<file path="src/sgrc_pkg.sv">
// Purpose: shared constants for the sleep, clock gating and reset control block
// Assumes: 8-bit register port, 200 MHz system clock
// Notes: offsets are register indices on the plain register port
`default_nettype none
package sgrc_pkg;
	// register offsets
	localparam logic [7:0] SLEEP_CTRL_OFS = 8'h33;
	localparam logic [7:0] GATE_OFS = 8'h34;
	localparam logic [7:0] MCU_CTRL_OFS = 8'h35;
	localparam logic [7:0] CMP_CTRL_OFS = 8'h36;
	localparam logic [7:0] STATUS_OFS = 8'h37;
	// reset values
	localparam logic [7:0] SLEEP_CTRL_RST = 8'h00;
	localparam logic [4:0] GATE_RST = 5'h00;
	// field positions
	localparam int SLEEP_EN_BIT = 0;
	localparam int MODE_LSB = 1;
	localparam int LCD_BIT = 4;
	localparam int TIMER1_BIT = 3;
	localparam int SPI_BIT = 2;
	localparam int USART_BIT = 1;
	localparam int ADC_BIT = 0;
	localparam int JTAG_DIS_BIT = 7;
	localparam int CMP_BG_BIT = 6;
	// sleep mode codes
	localparam logic [2:0] MODE_IDLE = 3'h0;
	localparam logic [2:0] MODE_ADC_NR = 3'h1;
	localparam logic [2:0] MODE_PDOWN = 3'h2;
	localparam logic [2:0] MODE_PSAVE = 3'h3;
	localparam logic [2:0] MODE_STANDBY = 3'h6;
	// standby wake latency in clock cycles
	localparam logic [2:0] STANDBY_WAKE_CYC = 3'h6;
	// delay counter lengths in cycles, indexed by fuse code
	localparam int DELAY_W = 16;
	localparam logic [15:0] DELAY_SHORT = 16'h0010;
	localparam logic [15:0] DELAY_MID = 16'h0100;
	localparam logic [15:0] DELAY_LONG = 16'h1000;
	localparam logic [15:0] DELAY_MIN = 16'h0001;
endpackage
`default_nettype wire

</file>
<file path="src/sgrc_sync.sv">
// Purpose: two flip-flop synchroniser for one asynchronous level
// Assumes: destination clock with clock enable
// Notes: first stage feeds only the second stage
`timescale 1ns/10ps
`default_nettype none
module sgrc_sync #(
	parameter logic RST_VAL = 1'b0
) (
	// clock and reset
	input wire logic clk,
	input wire logic rst_n,
	input wire logic ce,
	// data
	input wire logic din,
	output logic dout
);
	logic stage1; // metastability catcher

	// two stage shift
	always_ff @(posedge clk or negedge rst_n) begin
		if (!rst_n) begin
			stage1 <= RST_VAL;
			dout <= RST_VAL;
		end else if (ce) begin
			stage1 <= din;
			dout <= stage1;
		end
	end
endmodule
`default_nettype wire

</file>
<file path="src/sgrc_ctrl.sv">
// Purpose: sleep mode decode, peripheral clock gating, reset combining and stretching
// Assumes: reset sources arrive asynchronous except the watchdog pulse; core on the same clock drives the register port
// Notes: internal reset is held while any source is active and for the fuse delay after
//
// Decided for this implementation: the address-and-strobe port.
`timescale 1ns/10ps
`default_nettype none
module sgrc_ctrl
	import sgrc_pkg::*;
(
	// clock, enable and reset
	input wire logic clk,
	input wire logic rst_n,
	input wire logic clkEn,
	// register port
	input wire logic [7:0] regAddr,
	input wire logic [7:0] regWdata,
	input wire logic regWr,
	input wire logic regRd,
	output logic [7:0] regRdata,
	// core sleep handshake
	input wire logic sleepInstr,
	input wire logic extCrystalSel,
	output logic sleeping,
	output logic [2:0] activeMode,
	output logic coreRun,
	// wake sources
	input wire logic wakeIntAny,
	input wire logic wakeSerialStart,
	input wire logic wakeExtLevel0,
	input wire logic wakePinChange,
	// reset sources, asynchronous except the watchdog pulse
	input wire logic powerLow,
	input wire logic resetPin_n,
	input wire logic watchdogPulse,
	input wire logic brownoutLow,
	input wire logic jtagResetReg,
	// fuses
	input wire logic [1:0] startup_time_fuses,
	input wire logic [3:0] clock_select_fuses,
	input wire logic [1:0] brownout_level_fuses,
	input wire logic jtagFuseProg,
	// peripheral and analog controls
	input wire logic adcEnabled,
	input wire logic tapShifting,
	input wire logic tdoData,
	output logic lcd_gate,
	output logic timer1_gate,
	output logic spi_gate,
	output logic usart_gate,
	output logic adc_gate,
	output logic cmpMuxAllowed,
	output logic bandgapEn,
	output logic jtagEnabled,
	output logic tdoOut,
	output logic tdoOe,
	output logic ioPortReset,
	output logic internalReset
);
	typedef enum {ST_RUN, ST_SLEEP, ST_WAKE} sgrc_state_t; // sleep sequencer states

	// synchronised reset sources
	logic porSync;
	logic pinLowSync;
	logic bodSync;
	logic jtagSync;
	// registers
	logic [2:0] sleep_mode_select;
	logic sleep_enable;
	logic [4:0] clock_gate_reg;
	logic jtag_disable_bit;
	logic comparator_bandgap_select;
	// reset stretch
	logic [15:0] delayCnt;
	logic [15:0] delayLen;
	logic brownoutEnabled;
	logic anySource; // level sources combined, asynchronous
	logic srcActive; // synchronised and watchdog combined
	// sleep sequencer
	sgrc_state_t state;
	sgrc_state_t next_state;
	logic [2:0] wakeCnt;
	logic wakeEvent;
	logic modeValid;

	// level sources combine for the asynchronous port reset
	assign brownoutEnabled = (brownout_level_fuses != 2'h3);
	assign anySource = powerLow | ~resetPin_n | (brownoutLow & brownoutEnabled) | jtagResetReg;
	// ports go to reset state with no clock needed
	assign ioPortReset = anySource | watchdogPulse;

	// each level source presets its synchroniser at once and the release is retimed by two edges,
	// so a source shorter than the synchroniser latency still reloads the stretch counter
	sgrc_sync #(.RST_VAL(1'b1)) syncPor (.clk(clk), .rst_n(rst_n & ~powerLow), .ce(clkEn), .din(1'b0),
		.dout(porSync));
	sgrc_sync #(.RST_VAL(1'b1)) syncPin (.clk(clk), .rst_n(rst_n & resetPin_n), .ce(clkEn), .din(1'b0),
		.dout(pinLowSync));
	sgrc_sync #(.RST_VAL(1'b1)) syncBod (.clk(clk), .rst_n(rst_n & ~(brownoutLow & brownoutEnabled)),
		.ce(clkEn), .din(1'b0), .dout(bodSync));
	sgrc_sync #(.RST_VAL(1'b1)) syncJtag (.clk(clk), .rst_n(rst_n & ~jtagResetReg), .ce(clkEn), .din(1'b0),
		.dout(jtagSync));

	// watchdog pulse is one system cycle and on this clock, so it is used directly
	assign srcActive = porSync | pinLowSync | bodSync | jtagSync | watchdogPulse;

	// delay length chosen by the start-up and clock select fuses
	always_comb begin
		case (startup_time_fuses)
			2'h0: delayLen = DELAY_MIN;
			2'h1: delayLen = DELAY_SHORT;
			2'h2: delayLen = DELAY_MID;
			default: delayLen = DELAY_LONG;
		endcase
		// slow clock options get the longest stretch
		if (clock_select_fuses[3]) begin
			delayLen = DELAY_LONG;
		end
	end

	// stretch counter reloads while any source is active, counts down after
	always_ff @(posedge clk or negedge rst_n) begin
		if (!rst_n) begin
			delayCnt <= DELAY_LONG;
		end else if (clkEn) begin
			if (srcActive) begin
				delayCnt <= delayLen;
			end else if (delayCnt != 16'h0000) begin
				delayCnt <= delayCnt - 16'h0001;
			end
		end
	end

	// internal reset asserts at once on a source, releases after the count
	assign internalReset = anySource | srcActive | (delayCnt != 16'h0000);
	assign coreRun = ~internalReset & (state != ST_SLEEP) & (state != ST_WAKE);

	// sleep control register
	always_ff @(posedge clk or negedge rst_n) begin
		if (!rst_n) begin
			sleep_mode_select <= SLEEP_CTRL_RST[3:1];
			sleep_enable <= SLEEP_CTRL_RST[0];
		end else if (clkEn) begin
			if (internalReset) begin
				sleep_mode_select <= SLEEP_CTRL_RST[3:1];
				sleep_enable <= SLEEP_CTRL_RST[0];
			end else if (regWr && regAddr == SLEEP_CTRL_OFS) begin
				sleep_mode_select <= regWdata[MODE_LSB +: 3];
				sleep_enable <= regWdata[SLEEP_EN_BIT];
			end
		end
	end

	// clock gate register, five implemented bits
	always_ff @(posedge clk or negedge rst_n) begin
		if (!rst_n) begin
			clock_gate_reg <= GATE_RST;
		end else if (clkEn) begin
			if (internalReset) begin
				clock_gate_reg <= GATE_RST;
			end else if (regWr && regAddr == GATE_OFS) begin
				clock_gate_reg <= regWdata[4:0];
			end
		end
	end

	// mcu control and comparator control bits
	always_ff @(posedge clk or negedge rst_n) begin
		if (!rst_n) begin
			jtag_disable_bit <= 1'b0;
			comparator_bandgap_select <= 1'b0;
		end else if (clkEn) begin
			if (internalReset) begin
				jtag_disable_bit <= 1'b0;
				comparator_bandgap_select <= 1'b0;
			end else begin
				if (regWr && regAddr == MCU_CTRL_OFS) begin
					jtag_disable_bit <= regWdata[JTAG_DIS_BIT];
				end
				if (regWr && regAddr == CMP_CTRL_OFS) begin
					comparator_bandgap_select <= regWdata[CMP_BG_BIT];
				end
			end
		end
	end

	// gates drive the peripheral clock enables; freezing keeps peripheral state
	assign lcd_gate = clock_gate_reg[LCD_BIT];
	assign timer1_gate = clock_gate_reg[TIMER1_BIT];
	assign spi_gate = clock_gate_reg[SPI_BIT];
	assign usart_gate = clock_gate_reg[USART_BIT];
	assign adc_gate = clock_gate_reg[ADC_BIT];
	assign cmpMuxAllowed = ~clock_gate_reg[ADC_BIT];

	// bandgap reference on only when someone needs it; software waits start-up
	assign bandgapEn = brownoutEnabled | comparator_bandgap_select | adcEnabled;

	// jtag enable and tdo driver
	assign jtagEnabled = jtagFuseProg & ~jtag_disable_bit;
	assign tdoOe = jtagEnabled & tapShifting;
	assign tdoOut = tdoData & tdoOe;

	// reserved codes turn the sleep instruction into a no-op
	always_comb begin
		case (sleep_mode_select)
			MODE_IDLE, MODE_ADC_NR, MODE_PDOWN, MODE_PSAVE: modeValid = 1'b1;
			MODE_STANDBY: modeValid = extCrystalSel;
			default: modeValid = 1'b0;
		endcase
	end

	// wake conditions per mode; power-down and standby accept only asynchronous sources
	always_comb begin
		case (activeMode)
			MODE_PDOWN, MODE_STANDBY: wakeEvent = wakeSerialStart | wakeExtLevel0 | wakePinChange;
			MODE_PSAVE: wakeEvent = wakeSerialStart | wakeExtLevel0 | wakePinChange | wakeIntAny;
			default: wakeEvent = wakeIntAny | wakeSerialStart | wakeExtLevel0 | wakePinChange;
		endcase
	end

	// next state of the sleep sequencer
	always_comb begin
		next_state = state;
		case (state)
			ST_RUN: begin
				if (sleepInstr && sleep_enable && modeValid) begin
					next_state = ST_SLEEP;
				end
			end
			ST_SLEEP: begin
				if (wakeEvent) begin
					next_state = ST_WAKE;
				end
			end
			ST_WAKE: begin
				if (wakeCnt == 3'h1) begin
					next_state = ST_RUN;
				end
			end
			default: next_state = ST_RUN;
		endcase
	end

	// sequencer state; resets abort sleep
	always_ff @(posedge clk or negedge rst_n) begin
		if (!rst_n) begin
			state <= ST_RUN;
		end else if (clkEn) begin
			if (internalReset) begin
				state <= ST_RUN;
			end else begin
				state <= next_state;
			end
		end
	end

	// latched mode and wake latency counter
	always_ff @(posedge clk or negedge rst_n) begin
		if (!rst_n) begin
			activeMode <= MODE_IDLE;
			wakeCnt <= 3'h0;
		end else if (clkEn) begin
			if (state == ST_RUN && next_state == ST_SLEEP) begin
				activeMode <= sleep_mode_select;
			end
			if (state == ST_SLEEP && next_state == ST_WAKE) begin
				// other modes reuse the same count as a simplification
				wakeCnt <= STANDBY_WAKE_CYC;
			end else if (wakeCnt != 3'h0) begin
				wakeCnt <= wakeCnt - 3'h1;
			end
		end
	end

	assign sleeping = (state == ST_SLEEP);

	// read data one cycle after the strobe; unmapped reads return zero
	always_ff @(posedge clk or negedge rst_n) begin
		if (!rst_n) begin
			regRdata <= 8'h00;
		end else if (clkEn) begin
			regRdata <= 8'h00;
			if (regRd) begin
				case (regAddr)
					SLEEP_CTRL_OFS: regRdata <= {4'h0, sleep_mode_select, sleep_enable};
					GATE_OFS: regRdata <= {3'h0, clock_gate_reg};
					MCU_CTRL_OFS: regRdata <= {jtag_disable_bit, 7'h00};
					CMP_CTRL_OFS: regRdata <= {1'b0, comparator_bandgap_select, 6'h00};
					STATUS_OFS: regRdata <= {3'h0, bandgapEn, jtagEnabled, activeMode == MODE_STANDBY,
						sleeping, internalReset};
					default: regRdata <= 8'h00;
				endcase
			end
		end
	end
endmodule
`default_nettype wire

</file>
<file path="config.mk">
export PLATFORM = sky130hd
export DESIGN_NAME = sgrc_ctrl
export DESIGN_NICKNAME = d
export VERILOG_FILES = /design/src/sgrc_pkg.sv /design/src/sgrc_sync.sv /design/src/sgrc_ctrl.sv
export SDC_FILE = /design/constraint.sdc
export NUM_CORES = 1
export LEC_CHECK = 0
export BUFFER_PORTS_ARGS = -buffer_cell sky130_fd_sc_hd__buf_2
export CORE_MARGIN = 5
export CORE_UTILIZATION = 50
export CTS_CLUSTER_DIAMETER = 30
export DETAILED_ROUTE_END_ITERATION = 6
export PLACE_DENSITY_LB_ADDON = 0.2
export SLEW_MARGIN = 20
export SYNTH_ARGS = -nofsm -noshare
export SYNTH_HDL_FRONTEND = slang
export SYNTH_SLANG_ARGS = --single-unit
</file>
<file path="constraint.sdc">
create_clock -name clk -period 2.4 [get_ports clk]
set_input_delay 0.6 -clock clk [delete_from_list [all_inputs] [get_ports clk]]
set_output_delay 0.6 -clock clk [all_outputs]
set_load 0.05 [all_outputs]
</file>
# [Word-level counts from Yosys, hierarchy flattened]
# Cells that the tools add are included.
[op_classes] n_reduce_logical=29 bitwise_logic=35 muxes=25 eq_ne=23 addsub=2
[op_table] op="32-bit two-way mux" n=4
[op_table] op="32-bit by 2-bit equality test with 1-bit output, second input constant" n=3
[op_table] op="32-bit case mux with 3 select lines" n=1
[op_table] op="32-bit logical NOT" n=2
[op_table] op="8-bit by 6-bit equality test with 1-bit output, second input constant" n=5
[op_table] op="8-bit case mux with 5 select lines" n=1
[op_table] op="13-bit case mux with 3 select lines" n=1
[op_table] op="32-bit by 1-bit equality test with 1-bit output, second input constant" n=1
[op_table] op="32-bit by 3-bit equality test with 1-bit output, second input constant" n=1
[op_table] op="16-bit two-way mux" n=2
[op_table] op="32-bit by 2-bit inequality test with 1-bit output, second input constant" n=1
[op_table] op="32-bit by 3-bit inequality test with 1-bit output, second input constant" n=1
[op_table] op="1-bit OR" n=18
[op_table] op="16-bit nonzero test" n=1
[op_table] op="16-bit by 1-bit subtractor with 16-bit output, second input constant" n=1
[op_table] op="2-bit AND reduction" n=7
[op_table] op="13-bit two-way mux" n=1
[op_table] op="3-bit by 2-bit equality test with 1-bit output, second input constant" n=4
[op_table] op="3-bit two-way mux" n=4
[op_table] op="2-bit nonzero test" n=6
[op_table] op="1-bit bitwise AND" n=10
[op_table] op="5-bit two-way mux" n=2
[op_table] op="1-bit logical AND" n=8
[op_table] op="8-bit two-way mux" n=1
[op_table] op="other kinds (14)" n=28
[word_totals] reg_bits=81

# [Longest topological paths before layout]
# Gate-level depths: netlist of the first run.
[logic_depth] ltp_word=10 mapped_depth=9 ltp_nobuf=7

# [Hierarchy]
# From an unflattened synthesis of the first run, not the netlist that was laid out.
[hier_totals] hier_cells=362 area_unflattened_um2=3754.9
[modules_own_cells] module="sgrc_ctrl" seq_area_each_um2=1803.0 area_each_um2=3454.6 cells_each=346 n_inst=1
[modules_own_cells] module="sgrc_sync" seq_area_each_um2=52.6 area_each_um2=75.1 cells_each=4 n_inst=4

# [Worst setup path after synthesis of the first run]
# Ideal clock, no wire load.
[synth_path] path_kind="reg2out" start="register delayCnt[0]" end="output coreRun" required_ns=1.800 n_path_buf=1 stages_incl_launch_ff=9 setup_slack_ns=-0.982 t_arrival_ns=2.782 cell_sequence="dfrtp_1 inv_1 ha_1 nor4b_2 nand4_1 buf_2 nor3_2 inv_1 a21oi_1"
[synth_via] elab_chain_len=5
[synth_rtl] item="from (decl)" line="sgrc_ctrl.sv:74" rtl="logic [15:0] delayCnt;"
[synth_rtl] item="from (signal assigned)" line="sgrc_ctrl.sv:126" rtl="delayCnt <= delayLen;"
[synth_rtl] item="from (signal assigned)" line="sgrc_ctrl.sv:128" rtl="delayCnt <= delayCnt - 16'h0001;"
[synth_rtl] item="16-bit nonzero test" line="sgrc_ctrl.sv:134" rtl="assign internalReset = anySource | srcActive | (delayCnt != 16'h0000);"
[synth_rtl] item="1-bit OR" line="sgrc_ctrl.sv:134"
[synth_rtl] item="net internalReset" line="sgrc_ctrl.sv:58" rtl="output logic internalReset"
[synth_rtl] item="1-bit NOT" line="sgrc_ctrl.sv:135" rtl="assign coreRun = ~internalReset & (state != ST_SLEEP) & (state != ST_WAKE);"
[synth_rtl] item="1-bit bitwise AND (2 in a row)" line="sgrc_ctrl.sv:135"
[synth_rtl] item="to (decl)" line="sgrc_ctrl.sv:26" rtl="output logic coreRun,"
# The timed path passes the listed nets, and every way through them passes these cells.

# [Worst setup path after layout of the first run]
[layout_path] start="register delayCnt[1]" end="output internalReset"
[layout_via] elab_chain_len=2
[layout_rtl] item="16-bit nonzero test" line="sgrc_ctrl.sv:134"
[layout_rtl] item="1-bit OR" line="sgrc_ctrl.sv:134"
[layout_rtl] item="to (decl)" line="sgrc_ctrl.sv:58"
# Every way passes these cells.

==> impl_metrics.yaml, run 1 <==
outcome:
  status: "finished with violations"
  violations: "negative setup slack"
die:
  die_h_um: 97.3
  design.core.area_um2: 7330
  rows: 31
  start_util_pct: 52.0
  dieArea_um2: 9460
  ios: 69
  die_width_um: 97.3
synth:
  synth_top_cell_area_share_pct: 46.6
  synth_nets: 418
  synth-async-reset-ratio_pct: 100
  synth_warnings: 0
  synth_area_um2: 3810
  synthFlopType: "dfrtp_1"
  synth.area.top_cells: "dfrtp_1, nor2b_1, dfstp_2"
  synth_edf_count: 0
  synth_area_per_cell_um2: 10.3
  synth_cell_types: 60
  syn_inst: 370
  synth-seq-cells: 80
  synth.most_common_cell: "dfrtp_1"
  ys_seq_area_share_pct: 52.9
  yosys-top-cells-count: "dfrtp_1, nor2b_1, nand2_1, o21ai_0, nor2_1"
  synth_top_area_cell: "dfrtp_1"
layout:
  top_regs: "state: 32 flops, delayCnt: 16 flops, regRdata: 7 flops"
  regMostFlops: "state"
  drive_gt1_share_pct: 32.7
  seq_area_um2: 2010
  largest_reg_flops: 32
  n_fill_cell: 598
  nets: 511
  multiInputGateArea_um2: 1790
  n_antenna_cell: 0
  utilization_pct: 65.5
  areaGrowthSynthToFinish_pct: 26.0
timing:
  fin_crit_ns: 2.58
  hold_viol_final: 0
  finalCritPeriodShare_pct: 108
  fin_tns_setup_ns: -0.351
  relSlewSlack_pct: 49.6
  skew_ns: 0.0167
  setup_viol: 2
  final_max_slew_viol_count: 0
  finalHoldWorstSlack_ns: 0.160
  fmax_mhz: 388
  max_slew.worst_pin.slew_ns: 0.749
  rsz0062_at_grt: "yes"
  fin_ws_ns: -0.180
setup_path:
  critPathMaxStageDelay_ns: 0.38
  crit_path_top_delay_cell: "dfrtp_1"
  worst-r2r-setup-slack_ns: 0.07
  worst_ep_required_time_ns: 1.80
  reg2reg_depth: 6
  crit_arrival_ns: 1.98
  worstReg2RegStart: "delayCnt[5]"
  critPathKind: "reg -> out"
  timing.critical_path.from_type: "flop"
  crit_path_end_kind: "output port"
  cp_cell_sequence: "inv_1 > ha_2 > nor4b_4 > nand4_1 > nor3_4 > inv_4 > buf_4 > buf_6"
  r2r-end: "delayCnt[15]"
  crit_path_max_fanout: 3
job:
  drv_cap: 0
global_routing:
  track_usage_pct: 19.9
  overflow: 0
  antenna_found_initial: 0
  grt_pass1_wl_um: 15500
  grt_max_degree: 28
  grt_pass1_vias: 3172
cts:
  htreeDepth: 3
  insertion_delay_ns: 0.35
  cts_buffers: 9
  clk_pin_slew_ns: 0.09
  clock_path_buffers: 2
  cts_tree: "done"
  clock-root-buffer: "clkbuf_8"
  hold_buffers: 0
  clock_sinks: 80
drt:
  via_count: 3189
  detailedRoute.firstPassIterationCount: 5
  via_per_inst: 5.62
  drt-initial-drc-count: 196
  drc_errors: 0
  routedWlPerCell_um: 16.2
  final_antenna_net_count: 0
  postRouteWirelength_um: 9190
place:
  io_buffers: 63
  place_congestion: 0.873
  post-dp-hpwl_um: 6660
power_and_ir_drop:
  leakage_nw: 2.28
  vdd_drop_max_v: 0.000392
  powerDensity_nw_per_um2: 779
worst_hold_path:
  min_path_type: "in -> async"
cell families after synthesis:
logic type	count (synthesis)	share of synthesized area (%)
multiplexers	8	2.33
XOR/XNOR	5	1.15
AO/OA/AOI/OAI	76	14.0
other	1	0.0985
buffers and inverters	25	2.69
AND/OR/NAND/NOR	171	25.6
flip-flops	80	52.9
adder cells (fa/ha/maj)	4	1.31
report_power, final:
group	total (W)	switching, W	internal (W)
combinational	0.000994	0.000553	0.000441
sequential	0.00160	0.000118	0.00148
clock	0.00115	0.000542	0.000605
per-layer routing:
metal / track usage [%] / share of wire [%] / vias to the layer above
li1: - / - / 1535
met1: 27.4 / 45 / 1548
met2: 31.7 / 48 / 97
met3: 3.66 / 6.1 / 9
met4: 6.60 / 1.1 / 0
met5: 0 / 0 / -
cells in the final DEF (no fill, tap or decap), types with 5 or more instances in the layout:
cell and instances:
a21oi_1 9, a22oi_1 5, buf_2 59, buf_4 32, clkbuf_8 9, dfrtp_1 71, dfstp_2 9, inv_1 10
inv_6 5, mux2_2 7, nand2_1 33, nand3_1 5, nand4_1 6, nor2_1 24, nor2b_1 39, nor3_1 8
nor4_1 16, o21ai_0 24, o31ai_1 5, xor2_1 5
cell type report:
type	instances	area share (%)
multi-input combinational	265	37.3
inverter	11	0.913
clock buffer	9	2.58
timing repair buffer	96	12.5
sequential	80	42.0
clock inverter	7	2.16
tap	99	2.58
metrics by stage:
step / instance area [um2] / cells / worst slack [ns] / total power (W)
global placement: 4450 / 549 / -0.134 / 0.00252
CTS: 4740 / 567 / -0.200 / 0.00372
global route: 4800 / 567 / -0.315 / 0.00393
finish: 4800 / 567 / -0.180 / 0.00374
floorplan: 3850 / 370 / -0.205 / 0.00219
detailed placement: 4450 / 549 / -0.140 / 0.00256
worst max-delay path by stage:
stage,startpoint,endpoint,slack [ns],cells after the start
after floorplan,delayCnt[0],coreRun,-0.20,8
after global placement,brownout_level_fuses[0],coreRun,-0.13,7
after detailed placement,brownout_level_fuses[0],coreRun,-0.14,7
after CTS,delayCnt[1],internalReset,-0.20,8
after global routing,delayCnt[1],coreRun,-0.31,8
final,delayCnt[1],internalReset,-0.18,8
worst max-delay path, delay by kind of cell, from the launching register on:
kind | cells | cell delay (ns)
DFF | 1 | 0.38
and+or+nand+nor | 3 | 0.66
adders and majority gates | 1 | 0.17
buffers and inverters | 4 | 0.42
repair_timing:
| item | CTS | global route |
|---|---|---|
| endpoints found under the hold margin | 0 | 0 |
| setup endpoints to repair | 4 | 7 |
| resized for setup | 13 | 8 |
| pin swaps | 3 | 1 |
| buffers inserted | 2 | 0 |
Power figures use the tool's default switching activity.
==> run 2: changes to the inputs <==
--- a/config.mk
+++ b/config.mk
@@ -5,9 +5,10 @@
 export SDC_FILE = /design/constraint.sdc
 export NUM_CORES = 1
 export LEC_CHECK = 0
+export ABC_AREA = 1
 export BUFFER_PORTS_ARGS = -buffer_cell sky130_fd_sc_hd__buf_2
 export CORE_MARGIN = 5
-export CORE_UTILIZATION = 50
+export CORE_UTILIZATION = 51
 export CTS_CLUSTER_DIAMETER = 30
 export DETAILED_ROUTE_END_ITERATION = 6
 export PLACE_DENSITY_LB_ADDON = 0.2
==> impl_metrics.yaml, run 2 <==
die:
  ios: 69
  design.core.area_um2: 7810
  die_h_um: 100
  dieArea_um2: 10000
  start_util_pct: 53.1
  rows: 32
  die_width_um: 100
timing:
  setup_viol: 0
  fin_tns_setup_ns: 0
  hold_viol_final: 0
  skew_ns: 0.0123
  fin_crit_ns: 2.31
  final_max_slew_viol_count: 0
  fin_ws_ns: 0.0889
  fmax_mhz: 433
  rsz0062_at_grt: "no"
  finalCritPeriodShare_pct: 96.3
drt:
  via_per_inst: 4.91
  drc_errors: 0
  routedWlPerCell_um: 12.7
  via_count: 3568
  drt-initial-drc-count: 126
  postRouteWirelength_um: 9230
  final_antenna_net_count: 0
  detailedRoute.firstPassIterationCount: 5
setup_path:
  reg2reg_depth: 9
  crit_cells: 6
  worst_ep_required_time_ns: 1.80
  cp_cell_sequence: "nor2_2 > nand2_2 > nor2_4 > nand4_4 > a211oi_4 > buf_6"
  crit_path_end_kind: "output port"
  path_delay_family: "simple AND/OR/NAND/NOR gates"
  crit_arrival_ns: 1.71
  crit_path_top_delay_cell: "dfrtp_1"
  crit_buf_inv: 1
  critPathMaxStageDelay_ns: 0.41
  timing.critical_path.from_type: "flop"
  crit_path_max_fanout: 2
  critPathKind: "reg -> out"
cts:
  cts_tree: "done"
  clk_pin_slew_ns: 0.08
  htreeDepth: 3
  clock-root-buffer: "clkbuf_8"
  hold_buffers: 0
  clock_sinks: 80
  clock_path_buffers: 2
  insertion_delay_ns: 0.35
  cts_buffers: 9
synth:
  synth_nets: 585
  synth_area_um2: 4150
  synth-async-reset-ratio_pct: 100
  synth_top_cell_area_share_pct: 42.8
  synth_edf_count: 0
  synth_top_area_cell: "dfrtp_1"
  syn_inst: 537
  synth_cell_types: 38
  ys_seq_area_share_pct: 48.5
  synth_area_per_cell_um2: 7.73
  yosys-top-cells-count: "nand2_1, nor2_1, dfrtp_1, inv_1, nand3_1"
  synth-seq-cells: 80
  synth_warnings: 0
  synth.area.top_cells: "dfrtp_1, nand2_1, nor2_1"
  synthFlopType: "dfrtp_1"
  synth.most_common_cell: "nand2_1"
layout:
  areaGrowthSynthToFinish_pct: 20.4
  top_regs: "state: 32 flops, delayCnt: 16 flops, regRdata: 7 flops"
  n_fill_cell: 721
  stdcell_area_um2: 5000
  regMostFlops: "state"
  largest_reg_flops: 32
  nets: 667
  layout_commonest_cell: "nand2_1"
  utilization_pct: 64.0
  finalNonFillerCells: 726
  final_cell_mix: "nand2_1, nor2_1, inv_1, dfrtp_1, buf_2"
  drive_gt1_share_pct: 25.2
  n_antenna_cell: 0
place:
  io_buffers: 63
  place_congestion: 0.941
  post-dp-hpwl_um: 6840
  dpl_cell_area_um2: 4640
  placed_cells: 700
  post-place-ws_ns: 0.0104
power_and_ir_drop:
  p_sw_w: 0.00121
  p_comb_share_pct: 27.3
  vdd_drop_max_v: 0.000425
  swShare_pct: 33.1
  p_int_w: 0.00245
  leakage_nw: 2.59
  seqPwrFrac_pct: 42.7
  powerDensity_nw_per_um2: 732
  p_clk_share_pct: 30.0
outcome:
  status: "finished, final reports clean"
global_routing:
  antenna_found_initial: 0
  overflow: 0
  grt_pass1_wl_um: 15800
  grt_pass1_vias: 3514
  track_usage_pct: 19.5
  grt_max_degree: 47
worst_hold_path:
  min_path_type: "in -> async"
job:
  drv_cap: 0
-- run 2: cell type report --
cell class                 count  area [um2]  share of cell area (%)
timing repair buffer          85         508                    10.2
sequential                    80        2020                    40.3
clock inverter                 6        90.1                    1.80
tap                          102         128                    2.55
multi-input combinational    370        1850                    37.1
clock buffer                  10         128                    2.55
inverter                      73         274                    5.48
-- run 2: repair_timing --
item,in CTS,in global routing
pin swaps,3,4
buffers inserted,6,4
endpoints found under the setup margin,2,3
resized for setup,9,15
-- run 2: logic make-up (layout without fill, tap and decap cells) --
| logic type | count (synthesis) | after routing | share of synthesized area, % |
|---|---|---|---|
| fa+ha+maj | 4 | 4 | 1.21 |
| compound gates | 39 | 39 | 5.82 |
| simple gates | 317 | 317 | 33.9 |
| xor+xnor | 9 | 9 | 1.90 |
| buf+inv | 87 | 174 | 8.53 |
| flops | 80 | 80 | 48.5 |
| other cells | 1 | 1 | 0.0904 |
-- run 2: metal layers --
metal	up-vias	track usage, %	routed length, um
li1	1831	-	-
met1	1654	24.8	4070
met2	71	33.3	4580
met3	12	4.31	456
met4	0	5.60	123
met5	-	0	0
-- run 2: worst reg2reg max path, cell delays in order, from the launching register on --
cell and delay, ns:
dfstp_2 0.53, inv_1 0.04, nand4_1 0.13, buf_4 0.20, inv_1 0.16, nand3_2 0.12
nand2_4 0.13, inv_2 0.28, nand4_1 0.13, o21ai_1 0.11
-- run 2: worst paths after layout --
| kind | startpoint | to | slack (ns) |
|---|---|---|---|
| hold / removal | rst_n | delayCnt[11] | 0.13 |
| hold reg to reg | syncJtag.stage1 | syncJtag.stage1 | 0.44 |
| max in group asynchronous | rst_n | delayCnt[12] | 1.57 |
| min in group clk | syncJtag.stage1 | syncJtag.stage1 | 0.44 |
| setup reg to reg | syncBod.dout | delayCnt[6] | 0.50 |
| setup / recovery | delayCnt[5] | coreRun | 0.09 |
-- run 2: per-stage QoR --
stage	power [W]	hold slack (ns)
2_1_floorplan	0.00223	0.304
3_5_place_dp	0.00244	0.433
4_1_cts	0.00362	0.129
6_report	0.00366	0.132
3_3_place_gp	0.00241	0.425
5_1_grt	0.00389	0.139
-- run 2: power groups by stage --
stage / logic, W / clock network (W) / registers (W)
finish: 0.000999 / 0.00110 / 0.00156
global route: 0.00113 / 0.00119 / 0.00158
detailed placement: 0.000855 / 0 / 0.00159
floorplan: 0.000663 / 0 / 0.00156
global placement: 0.000829 / 0 / 0.00158
CTS: 0.000943 / 0.00113 / 0.00155
==> run 3: changes to the inputs <==
--- a/config.mk
+++ b/config.mk
@@ -7,12 +7,11 @@
 export LEC_CHECK = 0
 export ABC_AREA = 1
 export BUFFER_PORTS_ARGS = -buffer_cell sky130_fd_sc_hd__buf_2
-export CORE_MARGIN = 5
 export CORE_UTILIZATION = 51
 export CTS_CLUSTER_DIAMETER = 30
 export DETAILED_ROUTE_END_ITERATION = 6
 export PLACE_DENSITY_LB_ADDON = 0.2
-export SLEW_MARGIN = 20
+export SLEW_MARGIN = 5
 export SYNTH_ARGS = -nofsm -noshare
 export SYNTH_HDL_FRONTEND = slang
 export SYNTH_SLANG_ARGS = --single-unit
==> impl_metrics.yaml, run 3 (synthesized netlist as in run 2, its figures left out) <==
outcome:
  status: "finished, final reports clean"
setup_path:
  worst_ep_required_time_ns: 1.80
  worst-r2r-setup-slack_ns: 0.47
  cp_cell_sequence: "nor2_2 > nand2_1 > nor2_2 > nand4_4 > a211oi_4 > buf_6"
  crit_path_max_fanout: 4
  r2r-end: "delayCnt[4]"
  timing.critical_path.from_type: "flop"
  crit_start: "delayCnt[13]"
  crit_arrival_ns: 1.80
  critPathKind: "reg -> out"
  crit_path_end_kind: "output port"
  critPathMostFrequentCell: "nor2_2"
  worstReg2RegStart: "syncBod.dout"
  crit_path_top_delay_cell: "dfrtp_1"
  reg2reg_depth: 9
  critPathMaxStageDelay_ns: 0.42
layout:
  nets: 669
  largest_reg_flops: 32
  layout_commonest_cell: "nand2_1"
  utilization_pct: 63.9
  top_regs: "state: 32 flops, delayCnt: 16 flops, regRdata: 7 flops"
  multiInputGateArea_um2: 1850
  seq_area_um2: 2020
  stdcell_area_um2: 4990
  drive_gt1_share_pct: 25.6
  n_antenna_cell: 0
  final_cell_mix: "nand2_1, nor2_1, dfrtp_1, inv_1, buf_2"
  n_fill_cell: 695
  regMostFlops: "state"
  areaGrowthSynthToFinish_pct: 20.3
place:
  io_buffers: 63
  dpl_cell_area_um2: 4650
  place_congestion: 0.905
  post-dp-hpwl_um: 6570
drt:
  drc_errors: 0
  final_antenna_net_count: 0
  drt-initial-drc-count: 189
  via_per_inst: 4.91
  via_count: 3572
  detailedRoute.firstPassIterationCount: 4
  routedWlPerCell_um: 12.4
  postRouteWirelength_um: 9000
global_routing:
  overflow: 0
  grt_pass1_wl_um: 15100
  track_usage_pct: 22.7
  grt_max_degree: 48
  grt_pass1_vias: 3453
  antenna_found_initial: 0
cts:
  clk_pin_slew_ns: 0.08
  cts_buffers: 9
  clock-root-buffer: "clkbuf_8"
  htreeDepth: 3
  insertion_delay_ns: 0.36
  clock_path_buffers: 2
  clock_sinks: 80
  cts_tree: "done"
timing:
  setup_viol: 0
  fin_tns_setup_ns: 0
  hold_viol_final: 0
  finalCritPeriodShare_pct: 99.8
  finalHoldWorstSlack_ns: 0.179
  fin_crit_ns: 2.40
  final_max_slew_viol_count: 0
  rsz0062_at_grt: "yes"
  skew_ns: 0.00971
  fmax_mhz: 417
power_and_ir_drop:
  leakage_nw: 2.58
  vdd_drop_max_v: 0.000417
  finalPower_w: 0.00358
  powerDensity_nw_per_um2: 717
die:
  dieArea_um2: 8500
  design.core.area_um2: 7810
  die_h_um: 92.2
  ios: 69
  start_util_pct: 53.1
  rows: 32
  die_width_um: 92.2
job:
  drv_cap: 0
worst_hold_path:
  min_path_type: "in -> async"
==> run 3: metrics by stage <==
| step | cells | setup WS [ns] |
|---|---|---|
| global route | 728 | -0.0880 |
| global placement | 701 | -0.00461 |
| CTS | 718 | 0.0102 |
| detailed placement | 701 | -0.0299 |
| floorplan | 537 | -0.126 |
| finish | 728 | 0.00392 |
==> run 3: critical path, delay by kind of cell, from the launching register on <==
kind            cells  cell delay, ns
flops               1            0.42
compound gates      1            0.25
simple gates        4            0.57
buf+inv             1            0.19
==> run 3: worst max-delay path by stage <==
stage / end / depth (start not counted)
global placement: coreRun / 7
global route: coreRun / 6
detailed placement: coreRun / 7
CTS: internalReset / 7
finish: coreRun / 6
floorplan: coreRun / 5
==> run 3: final cells by class <==
type                            instances  share of cell area (%)
Clock buffer                           11                    2.83
Multi-Input combinational cell        370                    37.1
Tap cell                              102                    2.56
Clock inverter                          5                    1.10
Timing Repair Buffer                   87                    10.5
Inverter                               73                    5.49
Sequential cell                        80                    40.4
==> run 3: where the power goes <==
| group | total, W | switching [W] | internal (W) |
|---|---|---|---|
| logic | 0.00101 | 0.000592 | 0.000418 |
| clock network | 0.000994 | 0.000487 | 0.000508 |
| registers | 0.00157 | 0.000120 | 0.00145 |
| total | 0.00358 | 0.00120 | 0.00238 |
==> run 3: per-layer routing <==
metal | track usage, % | routed length (um)
met2 | 36.9 | 4320
met5 | 0 | 0
met1 | 29.6 | 4200
met4 | 10.2 | 140
met3 | 4.23 | 344
==> run 3: timing repair <==
item / 4_1_cts / 5_1_grt
setup endpoints to repair: 2 / 3
resized for setup: 9 / 15
setup buffers: 1 / 10
hold buffers: 0 / 0
gates cloned: 0 / 0
pin swaps: 2 / 4
